`config.mk`:
```
export PLATFORM = sky130hd
export DESIGN_NAME = sfr_memory_map_decode
export DESIGN_NICKNAME = d
export VERILOG_FILES = /design/src/verilog/sfr_map_pkg.sv /design/src/verilog/sfr_memory_map_decode.sv
export SDC_FILE = /design/constraint.sdc
export NUM_CORES = 1
export LEC_CHECK = 0
export BUFFER_PORTS_ARGS = -buffer_cell sky130_fd_sc_hd__buf_2
export CAP_MARGIN = 10
export CORE_ASPECT_RATIO = 2
export CORE_MARGIN = 1
export CORE_UTILIZATION = 50
export DETAILED_ROUTE_END_ITERATION = 6
export GPL_ROUTABILITY_DRIVEN = 1
export GPL_TIMING_DRIVEN = 0
export PLACE_DENSITY_LB_ADDON = 0.3
export SETUP_SLACK_MARGIN = 0.15
export SKIP_LAST_GASP = 1
export SYNTH_ARGS = -nofsm -noshare
export SYNTH_HDL_FRONTEND = slang
export SYNTH_SLANG_ARGS = --single-unit
```
`constraint.sdc`:
```
create_clock -name clk_sys -period 2.7 [get_ports clk_sys]
set_clock_uncertainty 0.1 [all_clocks]
set_input_delay 0.135 -clock clk_sys [delete_from_list [all_inputs] [get_ports clk_sys]]
set_output_delay 0.135 -clock clk_sys [all_outputs]
set_load 0.03 [all_outputs]
```
`src/verilog/sfr_map_pkg.sv`:
```
// constants for the register bank and memory-space decode
// Summary of operation
// - one 64 KB shared code and data space
// - separate 256-byte internal data memory
// - 128-byte register area, decoded apart
// - map 16/32 KB flash plus 2 KB SRAM
// - reserve 2 KB for USB buffers, registers
// - low three bits zero: byte and bit access
// - other registers: byte access only
// - reset values 0x01, 0x80, 0x01, else zero
// - flash status, protection: no fixed reset value
// - flash registers at 0xf8, 0xf9, 0xfa
package sfr_map_pkg;
	localparam int          ADDR_W          = 16;
	localparam int          NUM_REGS        = 29;
	localparam logic [16:0] CODE_SPACE_SIZE = 17'h10000;
	localparam logic [8:0]  IDATA_SIZE      = 9'h100;
	localparam logic [7:0]  SFR_BASE        = 8'h80;
	// flash size per variant: 16 KB or 32 KB
	localparam logic [15:0] FLASH_END_16K   = 16'h3fff;
	localparam logic [15:0] FLASH_END_32K   = 16'h7fff;
	localparam logic [15:0] SRAM_BASE       = 16'h8000;
	localparam logic [15:0] SRAM_END        = 16'h87ff;
	localparam logic [15:0] USB_BASE        = 16'hc000;
	localparam logic [15:0] USB_END         = 16'hc7ff;
	localparam logic [15:0] PROT_LOW_END    = 16'h0003;
	localparam logic [7:0]  FLASH_STATE_ADDR  = 8'hf8;
	localparam logic [7:0]  FLASH_PROT_ADDR   = 8'hf9;
	localparam logic [7:0]  FLASH_CMD_ADDR    = 8'hfa;
	// register offsets, in table order
	localparam logic [7:0] REG_ADDR [NUM_REGS] = '{
		8'h82, 8'h83, 8'h8e, 8'h92, 8'ha3, 8'ha6, 8'ha8, 8'hb8,
		8'hc1, 8'hc2, 8'hc3, 8'hc4, 8'hc5, 8'hc6, 8'hc7, 8'hca,
		8'hcb, 8'he0, 8'he8, 8'hef, 8'hf0, 8'hf1, 8'hf2, 8'hf3,
		8'hf5, 8'hf6, FLASH_STATE_ADDR, FLASH_PROT_ADDR,
		FLASH_CMD_ADDR};
	// reset values; the two flash entries are unfixed and held as-is
	localparam logic [7:0] REG_RESET [NUM_REGS] = '{
		8'h00, 8'h00, 8'h01, 8'h00, 8'h80, 8'h01, 8'h00, 8'h00,
		8'h00, 8'h00, 8'h00, 8'h00, 8'h00, 8'h00, 8'h00, 8'h00,
		8'h00, 8'h00, 8'h00, 8'h00, 8'h00, 8'h00, 8'h00, 8'h00,
		8'h00, 8'h00, 8'h00, 8'h00, 8'h00};
	// flash status (26) and protection (27) keep content; command resets
	localparam logic [NUM_REGS-1:0] REG_HAS_RESET = 29'h13ffffff;
	localparam int IDX_CYCLE_CTRL = 2;
	localparam int IDX_CLOCK_CTRL = 4;
	localparam int IDX_FLASH_CMD  = 28;
	typedef enum logic [2:0]
	{
		SPACE_NONE  = 3'b000,
		SPACE_FLASH = 3'b001,
		SPACE_SRAM  = 3'b010,
		SPACE_USB   = 3'b011
	} space_t;
endpackage

```
`src/verilog/sfr_memory_map_decode.sv`:
```
// register bank and address-space decode for the processor core
`timescale 1ns/1ns
`default_nettype none
module sfr_memory_map_decode
	import sfr_map_pkg::*;
(
	input  wire logic              clk_sys,
	input  wire logic              reset,
	input  wire logic              flash_32k,
	input  wire logic [ADDR_W-1:0] xaddr,
	input  wire logic              xaddr_valid,
	input  wire logic              xaddr_movc,
	input  wire logic              xaddr_prot,
	input  wire logic [7:0]        sfr_addr,
	input  wire logic              sfr_wr,
	input  wire logic              sfr_rd,
	input  wire logic              sfr_bit,
	input  wire logic [2:0]        sfr_bit_sel,
	input  wire logic [7:0]        sfr_wdata,
	output logic [7:0]             sfr_rdata,
	output logic                   sfr_hit,
	output logic                   sfr_bit_err,
	output logic                   idata_sel,
	output logic [2:0]             xspace,
	output logic                   xprot_viol,
	output logic [7:0]             memory_cycle_control,
	output logic [7:0]             clock_control_reg,
	output logic [7:0]             flash_command_reg
);

typedef struct packed
{
	logic [NUM_REGS-1:0][7:0] regs;
	logic [7:0]               rdata;
	logic                     hit;
	logic                     bit_err;
	logic                     idata;
	logic [2:0]               space;
	logic                     prot_viol;
} state_t;

state_t st_ff;
state_t nxt_st;

////////////////////////////////////////////////////////////////////////////
// decode functions

function automatic logic [NUM_REGS-1:0] reg_match(input logic [7:0] a);
	logic [NUM_REGS-1:0] m;
	m = '0;
	for (int i = 0; i < NUM_REGS; i++)
	begin
		m[i] = (a == REG_ADDR[i]);
	end
	return m;
endfunction

// only addresses ending in 000 allow bit access
function automatic logic bit_ok(input logic [7:0] a);
	return a[2:0] == 3'b000;
endfunction

////////////////////////////////////////////////////////////////////////////
// next state

always_comb
begin
	logic [NUM_REGS-1:0] m;
	logic                is_bit;
	logic [7:0]          v;
	m      = reg_match(sfr_addr);
	is_bit = sfr_bit && bit_ok(sfr_addr);
	v      = 8'h00;
	nxt_st = st_ff;
	nxt_st.bit_err = sfr_bit && (sfr_rd || sfr_wr) && !bit_ok(sfr_addr);
	nxt_st.hit     = (|m) && (sfr_rd || sfr_wr);
	nxt_st.rdata   = 8'h00;
	for (int i = 0; i < NUM_REGS; i++)
	begin
		if (m[i])
		begin
			v = st_ff.regs[i];
		end
	end
	if (sfr_rd)
	begin
		nxt_st.rdata = is_bit ? {7'h00, v[sfr_bit_sel]} : v;
		if (sfr_bit && !bit_ok(sfr_addr))
		begin
			nxt_st.rdata = 8'h00;
		end
	end
	if (sfr_wr && !(sfr_bit && !bit_ok(sfr_addr)))
	begin
		for (int i = 0; i < NUM_REGS; i++)
		begin
			if (m[i])
			begin
				if (is_bit)
				begin
					nxt_st.regs[i][sfr_bit_sel] = sfr_wdata[0];
				end
				else
				begin
					nxt_st.regs[i] = sfr_wdata;
				end
			end
		end
	end
	// direct addresses below the register area hit internal memory
	nxt_st.idata = (sfr_rd || sfr_wr) && (sfr_addr < SFR_BASE);
	// external/code space decode
	nxt_st.space     = SPACE_NONE;
	nxt_st.prot_viol = 1'b0;
	if (xaddr_valid)
	begin
		if (xaddr <= (flash_32k ? FLASH_END_32K : FLASH_END_16K))
		begin
			nxt_st.space = SPACE_FLASH;
		end
		else if (xaddr >= SRAM_BASE && xaddr <= SRAM_END)
		begin
			nxt_st.space = SPACE_SRAM;
		end
		else if (xaddr >= USB_BASE && xaddr <= USB_END)
		begin
			nxt_st.space = SPACE_USB;
		end
		nxt_st.prot_viol = xaddr_movc && xaddr_prot
			&& (xaddr <= PROT_LOW_END);
	end
	if (reset)
	begin
		for (int i = 0; i < NUM_REGS; i++)
		begin
			if (REG_HAS_RESET[i])
			begin
				nxt_st.regs[i] = REG_RESET[i];
			end
		end
		// flash status and protection keep their content
		nxt_st.rdata     = 8'h00;
		nxt_st.hit       = 1'b0;
		nxt_st.bit_err   = 1'b0;
		nxt_st.idata     = 1'b0;
		nxt_st.space     = SPACE_NONE;
		nxt_st.prot_viol = 1'b0;
	end
end

always_ff @(posedge clk_sys)
begin
	st_ff <= nxt_st;
end

////////////////////////////////////////////////////////////////////////////
// outputs

assign sfr_rdata            = st_ff.rdata;
assign sfr_hit              = st_ff.hit;
assign sfr_bit_err          = st_ff.bit_err;
assign idata_sel            = st_ff.idata;
assign xspace               = st_ff.space;
assign xprot_viol           = st_ff.prot_viol;
assign memory_cycle_control = st_ff.regs[IDX_CYCLE_CTRL];
assign clock_control_reg    = st_ff.regs[IDX_CLOCK_CTRL];
assign flash_command_reg    = st_ff.regs[IDX_FLASH_CMD];

endmodule
`default_nettype wire
```
After elaboration in Yosys (flattened, before gate mapping):

Index checks and enable logic that the tools add are counted.
W data, S select, Z words.

* register bits after elaboration: 247
* input port bits: 44

* equal/unequal tests: 29
* multiplexer cells: 96
* bitwise operators: 2
* reductions and logical operators: 51
* $lt $le $gt $ge: 9

Operator list (count)
* $mux W8: 58
* $bwmux W8: 29
* $eq A8 B8 Y1 const B: 29
* $reduce_and A2 Y1: 29
* $ge A16 B16 Y1 const B: 2
* $le A16 B16 Y1 const B: 2
* $reduce_or A29 Y1: 1
* $le A16 B15 Y1: 1
* $le A16 B2 Y1 const B: 1
* $mux W15: 1
* $logic_and A1 B1 Y1: 12
* $lt A8 B8 Y1 const B: 1
* $reduce_or A4 Y1: 2
* $reduce_or A3 Y1: 2
* $lt A3 B4 Y1 const B: 1
* $mux W1: 4
* $mux W2: 2
* $bmux W1 S3: 1
* $demux W1 S3: 1
* $ge A3 B1 Y1 const B: 1
* $logic_not A3 Y1: 1
* $logic_not A1 Y1: 2
* $not A1 Y1: 2
* $reduce_or A2 Y1: 1
* $logic_or A1 B1 Y1: 1

Logic depth before layout (Yosys ltp):

Gate-level depths: netlist (run 1).

* word-level depth: 33
* mapped depth: 14
* depth with buffers taken out: 9

Worst setup path before layout (run 1):

Ideal clock, no wire load.

* kind: input to register
* start: input sfr_addr[1]
* end: register st_ff, in the netlist sfr_rdata[0]
* data required time: 2.478 ns
* path slack: 0.216 ns
* arrival: 2.262 ns
* stages: 11
* cell sequence: buf_4 -> or4b_1 -> buf_6 -> o221ai_1 -> a2bb2oi_1 -> a31oi_1 -> a21oi_1 -> a211oi_2 -> nor2_1 -> o32a_1 -> o311a_1

* word-level cells in the longest chain between the ends: 33
* elaborated cells on any way between the ends: 66
* those cells by class: eq/ne (29); mux (32); reduce/logical (5)

RTL lines
* start: declaration: RTL line sfr_memory_map_decode.sv:14 `input wire logic [7:0] sfr_addr,`
* $eq A8 B8 Y1: RTL line sfr_memory_map_decode.sv:53 `m[i] = (a == REG_ADDR[i]);`
* $mux W8 (29 in series): RTL line sfr_memory_map_decode.sv:80 `if (m[i])`
* $bmux W1 S3: RTL line sfr_memory_map_decode.sv:87 `nxt_st.rdata = is_bit ? {7'h00, v[sfr_bit_sel]} : v;`
* $mux W1 (not written as such): RTL line sfr_memory_map_decode.sv:87
* $mux W1: RTL line sfr_memory_map_decode.sv:87
* end signal: assignment: RTL line sfr_memory_map_decode.sv:153 `st_ff <= nxt_st;`
* end: declaration: RTL line sfr_memory_map_decode.sv:42 `state_t st_ff;`

Several ways; a longest one is shown, not always the timed one. The select of a mux whose other input is x is not followed.
A chain may end at the register's enable or synchronous reset.

Worst setup path after layout (run 1):

* start: register st_ff[68] in the netlist's numbering
* end: register st_ff, in the netlist sfr_rdata[0]

* word-level cells in the longest chain between the ends: 26

RTL lines (RTL line)
* $mux W8 (23 in series): sfr_memory_map_decode.sv:80
* $bmux W1 S3: sfr_memory_map_decode.sv:87
* $mux W1 (not written as such): sfr_memory_map_decode.sv:87
* $mux W1: sfr_memory_map_decode.sv:87

Every way passes these cells. The select of a mux whose other input is x is not followed.

==> results of run 1 <==
cell families (layout without fill, tap and decap cells):
kind of cell             count (synthesis)  in the layout  share of synthesized area (%)
AO/OA/AOI/OAI                          459            459                           25.8
adder cells (fa/ha/maj)                  1              1                          0.101
other                                    1              1                         0.0304
buffers and inverters                  187            334                           7.58
multiplexers                            31             31                           2.61
AND/OR/NAND/NOR                        595            595                           22.7
flip-flops                             246            246                           41.2
worst paths after layout:
path	to	start	depth (start not counted)
setup / recovery	sfr_rdata[0]$_SDFF_PP0_	st_ff[68]$_SDFFE_PP0P_	9
hold / removal	st_ff[229]$_DFFE_PP_	sfr_bit_sel[2]	4
hold reg to reg	st_ff[143]$_SDFFE_PP0P_	st_ff[143]$_SDFFE_PP0P_	2
setup reg to reg	sfr_rdata[0]$_SDFF_PP0_	st_ff[68]$_SDFFE_PP0P_	9
final cells by class:
type | instances | area [um^2] | share of cell area (%)
clock buffers | 34 | 694 | 4.65
flip-flops and latches | 246 | 5090 | 34.1
clock inverters | 5 | 53.8 | 0.360
inverters | 18 | 70.1 | 0.469
multi-input cells | 1087 | 6910 | 46.3
plain buffers | 168 | 1060 | 7.13
well taps | 290 | 363 | 2.43
repair buffers | 109 | 686 | 4.59
cells in the final DEF, fill, tap and decap left out, types with 21 or more instances in the layout:
master,instances
buf_4,58
clkbuf_16,26
nor3_1,21
a211oi_1,189
buf_2,97
clkbuf_1,44
o21ai_0,68
mux2i_1,22
nor2_1,325
clkbuf_2,40
dfxtp_1,227
nand2_1,74
a21oi_1,43
nand3_1,26
o22ai_1,24
report_power, final:
| group | internal, uW | switching [uW] |
|---|---|---|
| sequential | 3670 | 4.89 |
| clock | 1880 | 1500 |
| combinational | 238 | 648 |
| total | 5790 | 2150 |
metrics by stage:
| stage | std cells | instance area [um^2] | power (uW) | hold slack (ns) | utilization, % |
|---|---|---|---|---|---|
| CTS | 1949 | 14300 | 7830 | 0.117 | 59.0 |
| detailed placement | 1887 | 13100 | 4480 | 0.313 | 53.8 |
| floorplan | 1520 | 12300 | 4140 | 0.168 | - |
| finish | 1957 | 14900 | 7940 | 0.154 | 61.4 |
| global route | 1957 | 14900 | 8090 | 0.170 | 61.4 |
| global placement | 1887 | 13100 | 4480 | 0.314 | 53.8 |
tightest hold or removal path: cells and delay by family:
family | cells | cell delay, ns
compound gates | 1 | 0.09
buf+inv | 2 | 0.35
simple gates | 1 | 0.10
what timing repair did:
action / CTS / global route
gates resized for setup: 96 / 167
hold buffers: 14 / 0
pin swaps: 5 / 31
hold endpoints to repair: 12 / 0
endpoints found under the setup margin: 248 / 177
buffers inserted: 10 / 8
per-layer routing:
| metal | global-route usage [%] | wire (um) | up-vias |
|---|---|---|---|
| met4 | 50.0 | 7540 | 4 |
| li1 | - | - | 5812 |
| met2 | 76.4 | 27600 | 874 |
| met1 | 49.2 | 19900 | 6308 |
| met5 | 0 | 28 | - |
| met3 | 14.6 | 5380 | 395 |
==> impl.org, run 1 <==
** Die
- The die covers 25300 um^2.
- # rows :: 81
- The core region is 24300 um^2.
- I/O pin count :: 83
- Starting Density :: 50.7%
- The floorplan step set the die height to 224 um.
- Measured along the x axis, the die boundary spans 113 um.

** Critical path
- By startpoint and endpoint, the worst setup path is classified as flip-flop to flip-flop.
- The number of buffers and inverters on the critical path is 0.
- Required time reported for the critical path endpoint :: 3.04 ns
- Cell type group with the largest total delay on the critical path :: compound AO/OA/AOI/OAI gates
- STA classifies the critical path startpoint as a flip-flop.
- The largest individual stage delay along the critical path comes from the cell a222oi_1.
- Data arrives at the worst endpoint at 3.09 ns.
- Crit path cell chain :: nor2_1, o22ai_1, a222oi_1, nor3b_4, o311ai_2, a21oi_2, o21ai_1, o32a_1, o311a_1
- Of all nets on the critical path, the largest fanout is 3.
- Delay of the slowest critical-path stage :: 0.36 ns
- Register-to-register setup slack :: -0.05 ns
- The worst setup path is captured at a flip-flop.

** STA
- Setup WS post-layout :: -0.0519 ns
- Number of slew-limit violations in the final report :: 0
- The worst path uses 102% of the clock period.
- The routed design could run at a clock period as short as 2.75 ns.
- For the final routed database, the setup TNS stands at -0.0519 ns.
- Tightest slew margin relative to the limit :: 11.4%
- Final setup violation count :: 1
- Setup repair after global routing missed its margin :: yes
- Maximum clock rate :: 0.363 GHz
- Worst-Margin Slew :: 1.33 ns
- Final count of hold timing violations :: 0

** Yosys
- The cell area that synthesis handed to floorplanning was 12300 um^2.
- When the netlist entered floorplanning its net count stood at 1565.
- The commonest cells after synthesis are 349 x nor2_1, 230 x dfxtp_1, 192 x a211oi_1.
- Count leader, synth :: nor2_1
- For this run, the leading register cell type out of synthesis is dfxtp_1.
- Ys Warns :: 0
- Post-synth top area share :: 37.3%
- Number of enable-type register cells in the synthesized netlist :: 16
- Largest cells by area after synthesis :: dfxtp_1 37%, a211oi_1 12%, nor2_1 11%, edfxtp_1 3.9%, o21ai_0 3.0%
- Yosys mapped the design onto 86 distinct sky130hd cell types.
- For this run, asynchronously set or reset flops after synthesis account for 0%.
- The synthesized design contains 246 register bits.
- Post-Synthesis Cells :: 1520
- Each instance of the synthesized netlist takes up on average 8.12 um^2.
- Of the synthesized area, sequential elements account for 41.2%.
- Summed over all instances, the cell type with the most area after synthesis is dfxtp_1.

** Final layout
- Net total in the final layout :: 1698
- Share of final-layout standard cells stronger than drive strength 1 :: 22.6%
- The repair_antennas step left the layout with diodes totalling 0.
- The register with the most flip-flops in the layout has 208 of them.
- Counting flops per register, the top entry is st_ff.
- Compared with the post-synthesis result, the final layout area differs by 21.0%.
- After filler insertion, the fill cell instance count of the layout stands at 2254.

** Global route
- Vias in the first global route :: 12886
- Entering global routing, the biggest net connects 15 pins.
- Antenna violations before repair :: 2
- The first global-routing pass estimated 87200 um of wire.
- Remaining Overflow, GRT :: 0
- Global routing used 48.4% of the available tracks across all layers.

** CTS
- Clock latency on the worst-skew pair, taken at its later pin, is 0.56 ns.
- TritonCTS created 23 clock buffers.
- Clock tree synthesis found a total of 246 sinks.
- TritonCTS built the clock tree.
- In this run the clock root is driven by a clkbuf_16.
- Clock-pin slew was measured on the worst setup and hold paths at 0.07 ns.
- CTS built an H-tree with a depth of 1.
- The clock passes through at most 3 buffers.

** Power and ir drop
- Pleak :: 0.00531 uW
- The worst-case IR drop observed on VDD is 0.624 mV.
- Total power per unit cell area :: 532 nW/um^2

** Drt
- DRC violation count after routing :: 0
- Number of antenna-violating nets in the routed design :: 0
- The detailed router placed 13393 vias in this run.
- DR iter-0 viols :: 1424
- In the routed layout, each cell is associated on average with a via count of 6.84.
- The first detailed-routing pass took 6 iterations.
- Wires add up to 60400 um.
- Routed length per instance :: 30.9 um

** Placement
- Prior to clock tree synthesis, the placed netlist has a worst setup slack of -1.40 ns.
- During placement, the flow inserted port buffers numbering 77.
- Placer congestion estimate :: 1.06
- Half-perimeter wire length after detailed placement :: 43900 um

** Worst hold path
- The path class of the tightest hold or removal check is input port to flip-flop.

** Job
- Max-cap violation count :: 0

** Outcome
- The flow ran to the end, but the final reports show violations.
- Failing checks :: negative setup slack
(Power assumes the default switching activity.)
==> run 2: changes to the inputs <==
- CORE_UTILIZATION: 50 -> 44
==> run 2 against run 1 <==
- the flow still finishes with violations (negative setup slack)
- flip-flop and latch count did not move
- count of clock-buffer cells in the layout up 1
- critical path depth is 3 higher
- combinational power increased by 2.5%
- sequential share of layout area decreased by 0.97 points
==> impl.org, run 2 (same netlist as run 1, synthesis figures left out) <==
** Die
- The horizontal die dimension was 120 um (+6.5%).
- Height of the chip :: 239 um (+6.5%)
- # rows :: 86 (+6.2%)
- The core box area came to 27500 um^2 (+13%).
- Area of the die :: 28800 um^2 (+13%)
- The top-level I/O count is 83 (unchanged).
- The starting utilization of the core area came to 44.8% (-5.9 points).

** STA
- Tightest slew margin relative to the limit :: 10.4% (-1.0 points)
- The setup total negative slack came to -0.106 ns (-0.0544 ns).
- The final-layout worst hold slack is 0.106 ns (-0.0482 ns).
- The final number of max-transition violations came to 0 (unchanged).
- The slew at the pin closest to its max-slew limit came to 1.34 ns (+0.0154 ns).
- Maximum clock rate :: 0.356 GHz (-1.9%)
- The post-route clock period utilization is 104% (+2.0 points).
- Final setup violation count :: 1 (unchanged)
- Min cycle time layout :: 2.81 ns (+0.0544 ns)
- The number of hold-slack violations in the final timing report is 0 (unchanged).
- Setup repair after global routing missed its margin :: yes
- Setup WS post-layout :: -0.106 ns (-0.0544 ns)

** Final layout
- The utilization after layout was 55.8% (-5.6 points).
- The flip-flop count of the largest register after layout was 208 (unchanged).
- Register name with the most flops :: st_ff
- Antenna Cells :: 0 (unchanged)
- Fillers :: 2672 (+19%)
- The number of nets in the final layout came to 1707 (+0.53%).
- The storage element area came to 5090 um^2 (about the same).
- Signed area change from the synthesized netlist to the final layout :: 24.5%
- Final cell count without fillers :: 2032 (+3.8%)
- Share of final-layout standard cells stronger than drive strength 1 :: 24.5% (+1.9 points)
- The area of the multi-input gates was 7040 um^2 (+1.9%).
- Leaving out fill and tap cells, the most frequent cell in the layout is nor2_1.
- Highest-count cells in the layout ignoring fill and taps :: 322 x nor2_1, 228 x dfxtp_1, 189 x a211oi_1, 94 x buf_2, 74 x nand2_1

** Drt
- Number of antenna-violating nets in the routed design :: 0 (unchanged)
- The post-route DRC violation count is 0 (unchanged).
- Number of iterations in the first detailed-routing pass :: 6 (unchanged)
- Routed length per instance :: 30.6 um (-1.0%)
- The post-detailed-routing wire length is 62100 um (+2.8%).
- The number of DRC markers in iteration 0 is 1210 (-15%).
- Via count :: 13165 (-1.7%)
- The mean number of vias per cell came to 6.48 (-5.3%).

** Power and ir drop
- The sequential group share of total power was 43.6% (-2.7 points).
- The total leakage power is 0.00547 uW (+3.0%).
- The largest voltage drop on the vdd net was 0.553 mV (-11%).
- Fraction of power spent switching nets :: 26.5% (-0.59 points)
- Total power per unit cell area :: 549 nW/um^2 (+3.2%)
- Final total power :: 8430 uW (+6.2%)
- Clock Power Share :: 45.6% (+3.0 points)
- Sw power :: 2240 uW (+3.9%)
- Cell internal pwr :: 6200 uW (+7.0%)
- The power share of the combinational group is 10.8% (-0.3 points).

** Critical path
- The worst setup path is captured at a flip-flop.
- The worst endpoint required time was 3.04 ns (about the same).
- Delay of the slowest critical-path stage :: 0.42 ns (+0.06 ns)
- Crit Path Category :: input port to flip-flop
- Among the stages of the critical path, the cell type that occurs most often is o211ai_1.
- The worst setup path is launched from an input port.
- Crit-path max FO :: 10 (+7)
- The arrival time of the worst setup path is 3.14 ns (+0.05 ns).
- Slowest CP cell :: or2_2
- Traced cell by cell, the critical path runs through buf_2, clkbuf_4, buf_6, or2_2, nor2_2, o21ai_0, o211ai_1, o211ai_1, a21oi_4, nor3_2, o32a_1, o311a_1.

** Placement
- Placed Cells :: 1949 (+3.3%)
- Placer congestion estimate :: 1.02 (-4.0%)
- The detailed placer's ending HPWL came to 45700 um (+4.2%).
- The count of input and output buffers came to 77 (unchanged).

** CTS
- The number of H-tree levels came to 1 (unchanged).
- TritonCTS clock tree :: done
- The count of clock tree sinks is 246 (unchanged).
- The tree is rooted in a clkbuf_16.
- The clock-pin slew on the worst setup and hold paths was 0.07 ns (about the same).
- The clock latency on the worst-skew pair was 0.56 ns (about the same).
- Maximum buffer depth of the clock tree :: 3 (unchanged)
- The total CTS buffers is 24 (+4.3%).

** Outcome
- The run finished, with violations left.
- The checks that failed: negative setup slack.

** Global route
- GRT Resource Usage Total :: 43.4% (-5.0 points)
- Vias in the first global route :: 12764 (-0.95%)
- Remaining Overflow, GRT :: 0 (unchanged)
- Largest net degree at the start of global routing :: 16 (+1)
- Global-route wire length before repair :: 88100 um (+0.93%)
- The number of antenna violations at the first check in global routing came to 0 (-2).

** Worst hold path
- In this run the worst hold path is classified as input port to flip-flop.

** Job
- The number of maximum-capacitance violations came to 0 (unchanged).
-- run 2: worst max-delay path: cells and delay by family --
| kind | cells | cell delay, ns |
|---|---|---|
| buffers and inverters | 3 | 0.47 |
| AOI/OAI and AO/OA | 6 | 1.74 |
| and+or+nand+nor | 3 | 0.76 |
-- run 2: repair_timing --
item,in CTS,in global routing
setup buffers,22,4
pin swaps,38,15
hold buffers,14,0
endpoints found under the setup margin,254,190
endpoints found under the hold margin,13,0
resized for setup,211,66
cloned,0,0
-- run 2: layer usage --
layer / up-vias / part of all wire [%] / GRT usage, % / wire, um
met2: 730 / 48 / 72.3 / 29700
met3: 295 / 7.5 / 9.78 / 4660
met5: - / 0 / 0.357 / 0
li1: 5833 / - / - / -
met1: 6307 / 34 / 44.1 / 20900
met4: 0 / 11 / 41.6 / 6820
-- run 2: power groups by stage --
stage	registers [uW]	clock network, uW	logic [uW]
floorplan	3760	0	377
global placement	3760	0	737
detailed placement	3760	0	738
CTS	3680	3840	846
global route	3680	3990	916
finish	3680	3850	908
-- run 2: final timing paths --
path / start / endpoint / slack, ns / cells past startpoint
worst min-delay path: sfr_bit_sel[2] / st_ff[227]$_DFFE_PP_ / 0.11 / 3
worst max-delay path: sfr_addr[3] / sfr_rdata[0]$_SDFF_PP0_ / -0.11 / 12
worst min register to register: st_ff[71]$_SDFFE_PP0P_ / st_ff[71]$_SDFFE_PP0P_ / 0.38 / 2
worst max register to register: clock_control_reg[3]$_SDFFE_PP0P_ / sfr_rdata[0]$_SDFF_PP0_ / -0.08 / 9
-- run 2: layout make-up --
class	count	share of cell area (%)
buffer	168	7.04
clock buffer	35	4.77
tap	352	2.87
multi-input combinational	1087	45.9
inverter	18	0.472
timing repair buffer	117	4.88
sequential	246	33.1
clock inverter	9	1.00
-- run 2: stage by stage --
stage               instance area (um^2)  setup slack (ns)
floorplan                          12300             0.216
global placement                   13200             -2.15
detailed placement                 13200             -1.58
CTS                                15100             0.122
global route                       15400           -0.0742
finish                             15400            -0.106
